$ cat src/include/epc_regs.vh
// Purpose: constants for the memory programmer controller
// Assumes: 200 MHz clock
// Notes:   pulse time in microseconds, its cycle count derived; other times given in cycles
`ifndef EPC_REGS_VH
`define EPC_REGS_VH
`define EPC_CLK_MHZ        200
`define EPC_PULSE_US       100
`define EPC_PULSE_CYC      (`EPC_PULSE_US * `EPC_CLK_MHZ)
`define EPC_MAX_TRIES      4'ha
`define EPC_SETUP_CYC      16'h0004
`define EPC_ACCESS_CYC     16'h0028
`define EPC_VPP_SETTLE_CYC 16'h0028
`define EPC_TIMER_LAT      16'h0002
`define EPC_ERASED_BYTE    8'hff
`define EPC_SIG_ADDR       16'h0000
`define EPC_CMD_READ       2'h0
`define EPC_CMD_PROG       2'h1
`define EPC_CMD_SIG        2'h2
`endif
$ cat src/design/epc_ctrl.v
// Purpose: host-side controller driving a 64K x 8 programmable read-only memory
// Assumes: external level shifters turn vpp_on and sig_hv_on into high voltages
// Notes:   one command at a time; data_lines_oe_n low means we drive the bus
// Function
// device outputs addressed byte when chip select and gate are low
// keep chip select or gate high on every device not read
// device floats data when chip select high or gate high
// device data outputs are three-state, shareable
// erased bits read one; programming only clears bits
// programmed zeros are never electrically returned to one
// enter programming: supply on gate, raised core supply, select low
// present byte on data, pulse select after address and data stable
// device writes presented byte while select pulsed low
// each attempt is a 100 us pulse then a verify read
// repeat pulse and verify up to 10 times, then report failure
// device writes nothing and floats while select high under supply
// device outputs stored byte for verify with select and gate low
// after programming verify locations at normal supply and logic levels
// locations may be programmed in any order
// parallel devices respond identically to shared signals
// identifier mode: signature line at high voltage, select and gate low
// other address low; code select picks maker or device code
// drop supply before verify; never supply while device drives
`timescale 1ns/1ps
`include "epc_regs.vh"
module epc_ctrl #(
	parameter PULSE_CYC = `EPC_PULSE_CYC,
	parameter TRY_W     = 4
) (
	// clock and reset
	input  wire        clk,
	input  wire        sys_rst,
	// user command port
	input  wire        cmd_valid,
	input  wire [1:0]  cmd_op,
	input  wire [15:0] cmd_addr,
	input  wire [7:0]  cmd_wdata,
	output reg         cmd_ready,
	output reg         rsp_valid,
	output reg  [7:0]  rsp_rdata,
	output reg         rsp_fail,
	output reg  [3:0]  rsp_tries,
	// memory pins
	output reg  [15:0] address_lines,
	output reg         chip_sel_n,
	output reg         gate_n,
	output reg         vpp_on,
	output reg         vcc_prog_on,
	output reg         sig_hv_on,
	input  wire [7:0]  data_lines_in,
	output reg  [7:0]  data_lines_out,
	output reg         data_lines_oe_n
);
	localparam [7:0] S_IDLE  = 8'h01;
	localparam [7:0] S_RSET  = 8'h02;
	localparam [7:0] S_RWAIT = 8'h04;
	localparam [7:0] S_PSET  = 8'h08;
	localparam [7:0] S_PULSE = 8'h10;
	localparam [7:0] S_PDROP = 8'h20;
	localparam [7:0] S_VWAIT = 8'h40;
	localparam [7:0] S_DONE  = 8'h80;
	localparam [15:0] PULSE_LOAD = PULSE_CYC[15:0];
	localparam [15:0] SIG_BASE   = `EPC_SIG_ADDR;

	reg  [7:0]       state;
	reg  [1:0]       op;
	reg  [7:0]       wbyte;
	reg  [TRY_W-1:0] tries;
	reg  [7:0]       din_meta;
	reg  [7:0]       din_sync;
	reg              t_load;
	reg  [15:0]      t_count;
	wire             t_done;

	epc_timer #(.W(16)) u_timer (
		.clk     (clk),
		.sys_rst (sys_rst),
		.load    (t_load),
		.count   (t_count),
		.done    (t_done)
	);

	// data pins come from outside; two-stage synchroniser
	always @(posedge clk) begin
		if (sys_rst) begin
			din_meta <= `EPC_ERASED_BYTE;
			din_sync <= `EPC_ERASED_BYTE;
		end else begin
			din_meta <= data_lines_in;
			din_sync <= din_meta;
		end
	end

	always @(posedge clk) begin
		if (sys_rst) begin
			state           <= S_IDLE;
			op              <= `EPC_CMD_READ;
			wbyte           <= `EPC_ERASED_BYTE;
			tries           <= {TRY_W{1'b0}};
			cmd_ready       <= 1'b0;
			rsp_valid       <= 1'b0;
			rsp_rdata       <= 8'h00;
			rsp_fail        <= 1'b0;
			rsp_tries       <= 4'h0;
			address_lines   <= 16'h0000;
			chip_sel_n      <= 1'b1;
			gate_n          <= 1'b1;
			vpp_on          <= 1'b0;
			vcc_prog_on     <= 1'b0;
			sig_hv_on       <= 1'b0;
			data_lines_out  <= 8'h00;
			data_lines_oe_n <= 1'b1;
			t_load          <= 1'b0;
			t_count         <= 16'h0000;
		end else begin
			t_load    <= 1'b0;
			rsp_valid <= 1'b0;
			case (state)
			S_IDLE: begin
				// idle keeps the device deselected
				chip_sel_n <= 1'b1;
				gate_n     <= 1'b1;
				cmd_ready  <= 1'b1;
				if (cmd_valid && cmd_ready) begin
					cmd_ready <= 1'b0;
					op        <= cmd_op;
					wbyte     <= cmd_wdata;
					tries     <= {TRY_W{1'b0}};
					t_load    <= 1'b1;
					// any address accepted, no sequence
					if (cmd_op == `EPC_CMD_PROG) begin
						// pins shared, no per-device state
						address_lines   <= cmd_addr;
						data_lines_out  <= cmd_wdata;
						data_lines_oe_n <= 1'b0;
						// supply on gate, raised core supply
						vcc_prog_on     <= 1'b1;
						vpp_on          <= 1'b1;
						t_count         <= `EPC_VPP_SETTLE_CYC;
						state           <= S_PSET;
					end else if (cmd_op == `EPC_CMD_SIG) begin
						// other address lines low, code select from bit 0
						address_lines <= {SIG_BASE[15:1], cmd_addr[0]};
						// signature line raised to high voltage
						sig_hv_on     <= 1'b1;
						t_count       <= `EPC_SETUP_CYC;
						state         <= S_RSET;
					end else begin
						address_lines <= cmd_addr;
						t_count       <= `EPC_SETUP_CYC;
						state         <= S_RSET;
					end
				end
			end
			S_RSET: begin
				if (t_done) begin
					// plain reads at logic levels with select and gate low; signature reads keep sig_hv_on high
					chip_sel_n <= 1'b0;
					gate_n     <= 1'b0;
					t_load     <= 1'b1;
					t_count    <= `EPC_ACCESS_CYC;
					state      <= S_RWAIT;
				end
			end
			S_RWAIT: begin
				if (t_done) begin
					rsp_rdata  <= din_sync;
					rsp_fail   <= 1'b0;
					rsp_tries  <= 4'h0;
					rsp_valid  <= 1'b1;
					chip_sel_n <= 1'b1;
					gate_n     <= 1'b1;
					sig_hv_on  <= 1'b0;
					state      <= S_DONE;
				end
			end
			S_PSET: begin
				if (t_done) begin
					// address and data stable; now pulse select
					chip_sel_n <= 1'b0;
					tries      <= tries + {{(TRY_W-1){1'b0}}, 1'b1};
					t_load     <= 1'b1;
					// one 100 us program pulse
					// timer load and state hop add cycles; trimmed so select is low PULSE_CYC cycles
					t_count    <= PULSE_LOAD - `EPC_TIMER_LAT;
					state      <= S_PULSE;
				end
			end
			S_PULSE: begin
				if (t_done) begin
					chip_sel_n      <= 1'b1;
					// supply removed and bus released before verify
					vpp_on          <= 1'b0;
					data_lines_oe_n <= 1'b1;
					t_load          <= 1'b1;
					t_count         <= `EPC_VPP_SETTLE_CYC;
					state           <= S_PDROP;
				end
			end
			S_PDROP: begin
				if (t_done) begin
					// verify read with select and gate low
					chip_sel_n <= 1'b0;
					gate_n     <= 1'b0;
					t_load     <= 1'b1;
					t_count    <= `EPC_ACCESS_CYC;
					state      <= S_VWAIT;
				end
			end
			S_VWAIT: begin
				if (t_done) begin
					chip_sel_n <= 1'b1;
					gate_n     <= 1'b1;
					t_load     <= 1'b1;
					// pass, or fail after tenth try, else retry
					if (din_sync == wbyte || tries == `EPC_MAX_TRIES) begin
						rsp_rdata   <= din_sync;
						rsp_fail    <= (din_sync != wbyte);
						rsp_tries   <= tries;
						rsp_valid   <= 1'b1;
						vcc_prog_on <= 1'b0;
						state       <= S_DONE;
					end else begin
						// gate back high in the same cycle supply is reapplied
						data_lines_oe_n <= 1'b0;
						vpp_on          <= 1'b1;
						t_count         <= `EPC_VPP_SETTLE_CYC;
						state           <= S_PSET;
					end
				end
			end
			S_DONE: begin
				cmd_ready <= 1'b1;
				state     <= S_IDLE;
			end
			default: begin
				state <= S_IDLE;
			end
			endcase
		end
	end
endmodule

$ cat src/design/epc_timer.v
// Purpose: down counter producing a one-cycle done pulse
// Assumes: load wins over counting
// Notes:   done pulses the cycle the count reaches zero
`timescale 1ns/1ps
module epc_timer #(
	parameter W = 16
) (
	// clock and reset
	input  wire         clk,
	input  wire         sys_rst,
	// control
	input  wire         load,
	input  wire [W-1:0] count,
	// status
	output reg          done
);
	reg [W-1:0] cnt;
	always @(posedge clk) begin
		if (sys_rst) begin
			cnt  <= {W{1'b0}};
			done <= 1'b0;
		end else if (load) begin
			cnt  <= count;
			done <= 1'b0;
		end else begin
			done <= (cnt == {{(W-1){1'b0}}, 1'b1});
			if (cnt != {W{1'b0}})
				cnt <= cnt - {{(W-1){1'b0}}, 1'b1};
		end
	end
endmodule

$ cat config.mk
export PLATFORM = sky130hd
export DESIGN_NAME = epc_ctrl
export DESIGN_NICKNAME = d
export VERILOG_FILES = /design/src/design/epc_ctrl.v /design/src/design/epc_timer.v
export VERILOG_INCLUDE_DIRS = /design/src /design/src/include
export SDC_FILE = /design/constraint.sdc
export NUM_CORES = 1
export LEC_CHECK = 0
export ABC_CLOCK_PERIOD_IN_PS = 2400
export BUFFER_PORTS_ARGS = -buffer_cell sky130_fd_sc_hd__buf_2
export CAP_MARGIN = 40
export CORE_ASPECT_RATIO = 1.2
export CORE_MARGIN = 2
export CORE_UTILIZATION = 47
export DETAILED_ROUTE_END_ITERATION = 6
export PLACE_DENSITY = 0.71
export SLEW_MARGIN = 25
export SYNTH_ARGS = -nofsm -noshare
export SYNTH_HDL_FRONTEND = slang
export SYNTH_SLANG_ARGS = --single-unit
export TNS_END_PERCENT = 5
$ cat constraint.sdc
create_clock -name clk -period 2.4 [get_ports clk]
set_input_delay 0.12 -clock clk [delete_from_list [all_inputs] [get_ports clk]]
set_output_delay 0.12 -clock clk [all_outputs]
set_load 0.02 [all_outputs]
==> results.cfg <==
[power]
peakVddDrop_mv = 0.4147
power.total_mw = 4.334
powerDensity_nw_per_um2 = 810.8
p_leak_nw = 2.190

[logic_synthesis]
yosys_most_used_dff = dfxtp_1
synth_edf_count = 0
synth_area_leaders = dfxtp_1 49%, nand2_1 6.0%, a21oi_1 5.1%
synth_seq_cells = 103
synthesis.area_sq_um = 4245
synth_cells = 482
synth_area_leader_cell = dfxtp_1
ys_types = 59
yosysSeqAreaShare = 0.4857
synth_common_cells = 103 x dfxtp_1, 68 x nand2_1, 43 x a21oi_1
synth.most_common_cell = dfxtp_1
synth.top_cell.area_share = 0.4857
avgSynthCellArea_sq_um = 8.808
syn-num-nets = 524
async_reset_ff_frac = 0
ys_warn_count = 0

[detailed_routing]
vias_per_cell = 5.189
first_pass_iters = 7
wl_per_cell_microns = 14.02
drtIter0Drc = 186
antenna_left = 0
vias = 3741
drc = 0
finalWirelength_microns = 10110

[timing]
final_hold_viol_count = 0
fin_hold_ws_ns = 0.1984
min_period_ns = 2.282
setup_viol = 0
fin_crit_sh = 0.9508
relSlewSlack = 0.4900
max_freq_mhz = 438.2
setup_tns_ns = 0
rsz0062_at_grt = no
fin_ws_ns = 0.1180
skew_ns = 0.01694
worst_pin_slew_ns = 0.7650
drv_slew = 0

[job]
drv_cap = 0

[clocking]
clockBufferDepth = 2
clock_sinks = 103
clk_latency_ns = 0.38
htreeDepth = 3
numCtsBuffers = 9
cts_setup_buffers = 0
clk_pin_slew_ns = 0.11
cts_tree = built
root_buffer = clkbuf_8

[global_routing]
grt_pass1_wl_microns = 16500
gr-total-overflow = 0
track_usage = 0.2079
antenna_found_initial = 0
grt_max_degree = 80
grt_pass1_vias = 3577

[cells_and_area]
n_antenna_cell = 0
layout-drive-gt1-share = 0.2429
num-nets-final = 638
finalInstanceArea_sq_um = 5345
area_growth_pct = 25.91
layout.cells.non_filler = 721
finish.utilization = 0.6012

[floorplan]
dieWidth_microns = 90.76
fp.dieH_microns = 108.1
ios = 82
dieArea_sq_um = 9812
num_rows = 38
start_util = 0.4775
core-area_sq_um = 8891

[critical_path]
critical_path_class = flop to flop
end_kind = flop
critPathMaxFanout = 12
slowest_stage = or4_1
cp-start-kind = flop
cp.required_ns = 2.65
crit_chain = or4_1 -> nor3_4 -> nand2_4 -> a21oi_4 -> buf_12 -> mux2i_1 -> nor2_1
slowest_delay_ns = 0.73
crit_arrival_ns = 2.53

[run_status]
status = finished, final reports clean

[place]
dp_hpwl_microns = 6734
place_ws_ns = 0.1288
portBuffers = 81
dpl_cell_area_sq_um = 4803
dp_cells = 673
gp_congestion = 0.8242

[hold_path]
hp-class = primary input to flop
-- cells by family (layout without fill, tap and decap cells) --
kind of cell | after synthesis | count (layout) | share of synthesized area
simple gates | 212 | 212 | 0.2585
flops | 103 | 103 | 0.4857
buf+inv | 39 | 158 | 0.04126
mux | 9 | 9 | 0.02122
xor+xnor | 25 | 25 | 0.05158
compound gates | 89 | 89 | 0.1270
fa+ha+maj | 5 | 5 | 0.01474
-- repair_timing --
action / CTS / global route
hold buffers: 32 / 0
endpoints found under the setup margin: 0 / 1
gates resized for setup: 0 / 1
endpoints found under the hold margin: 40 / 0
-- layout make-up --
type | count | area, sq um
Clock buffer | 9 | 123.9
Clock inverter | 7 | 97.59
Fill cell | 788 | 3546
Inverter | 14 | 52.55
Multi-Input combinational cell | 340 | 2008
Sequential cell | 103 | 2062
Tap cell | 120 | 150.1
Timing Repair Buffer | 128 | 850.8
-- path summary, 6_finish.rpt --
path               start            to  slack, ns  depth (start not counted)
max             state[3]  rsp_rdata[6]       0.12                          7
min            cmd_valid      state[0]       0.20                          3
max reg2reg     state[3]  rsp_rdata[6]       0.12                          7
min reg2reg  din_meta[2]   din_sync[2]       0.42                          1
-- sequential cells by signal (all words and copies together) (netlist names), 4 cells and up --
register and flops:
tries 4, din_meta 8, data_lines_out 8, state 8, rsp_rdata 8, u_timer.cnt 16
wbyte 8, t_count 4, rsp_tries 4, address_lines 16, din_sync 8
-- where the power goes --
| group | total (mW) | internal, mW | switching [mW] |
|---|---|---|---|
| registers | 2.00 | 1.88 | 0.126 |
| clock network | 1.18 | 0.519 | 0.666 |
| logic | 1.15 | 0.496 | 0.651 |
-- metal layers --
layer  wire (microns)  part of all wire  global-route usage
met5                0                 0                   0
met4              259             0.026             0.09451
met3              527             0.052             0.03902
met2             5071              0.50              0.3731
met1             4247              0.42              0.2410
-- critical path, delay by kind of cell, from the launching register on --
family,cells,cell delay (ns)
and+or+nand+nor,4,1.24
DFF,1,0.38
muxes,1,0.22
buffers and inverters,1,0.16
AOI/OAI and AO/OA,1,0.15
-- cell usage in the layout, fill, tap and decap left out, types with 2 or more instances in the layout --
| cell type | instances |
|---|---|
| nor2b_1 | 2 |
| nor3_4 | 2 |
| inv_8 | 3 |
| or2_2 | 19 |
| o21ai_1 | 2 |
| nor2_1 | 35 |
| nor4_1 | 6 |
| nand4_1 | 2 |
| and3_1 | 2 |
| a22o_1 | 2 |
| buf_2 | 81 |
| and2_1 | 5 |
| dlygate4sd3_1 | 32 |
| mux2i_1 | 9 |
| nand2_1 | 68 |
| nand3_1 | 32 |
| inv_1 | 13 |
| nor3_1 | 16 |
| xnor2_1 | 13 |
| a31oi_1 | 4 |
| ha_1 | 5 |
| or4_1 | 3 |
| o21ai_0 | 18 |
| nor4b_1 | 2 |
| buf_4 | 14 |
| o211ai_1 | 2 |
| xor2_1 | 12 |
| a211oi_1 | 3 |
| clkbuf_8 | 9 |
| nand2b_1 | 3 |
| a21boi_0 | 2 |
| or3_1 | 3 |
| a21oi_1 | 43 |
| dfxtp_1 | 103 |
(Power assumes the default switching activity.)
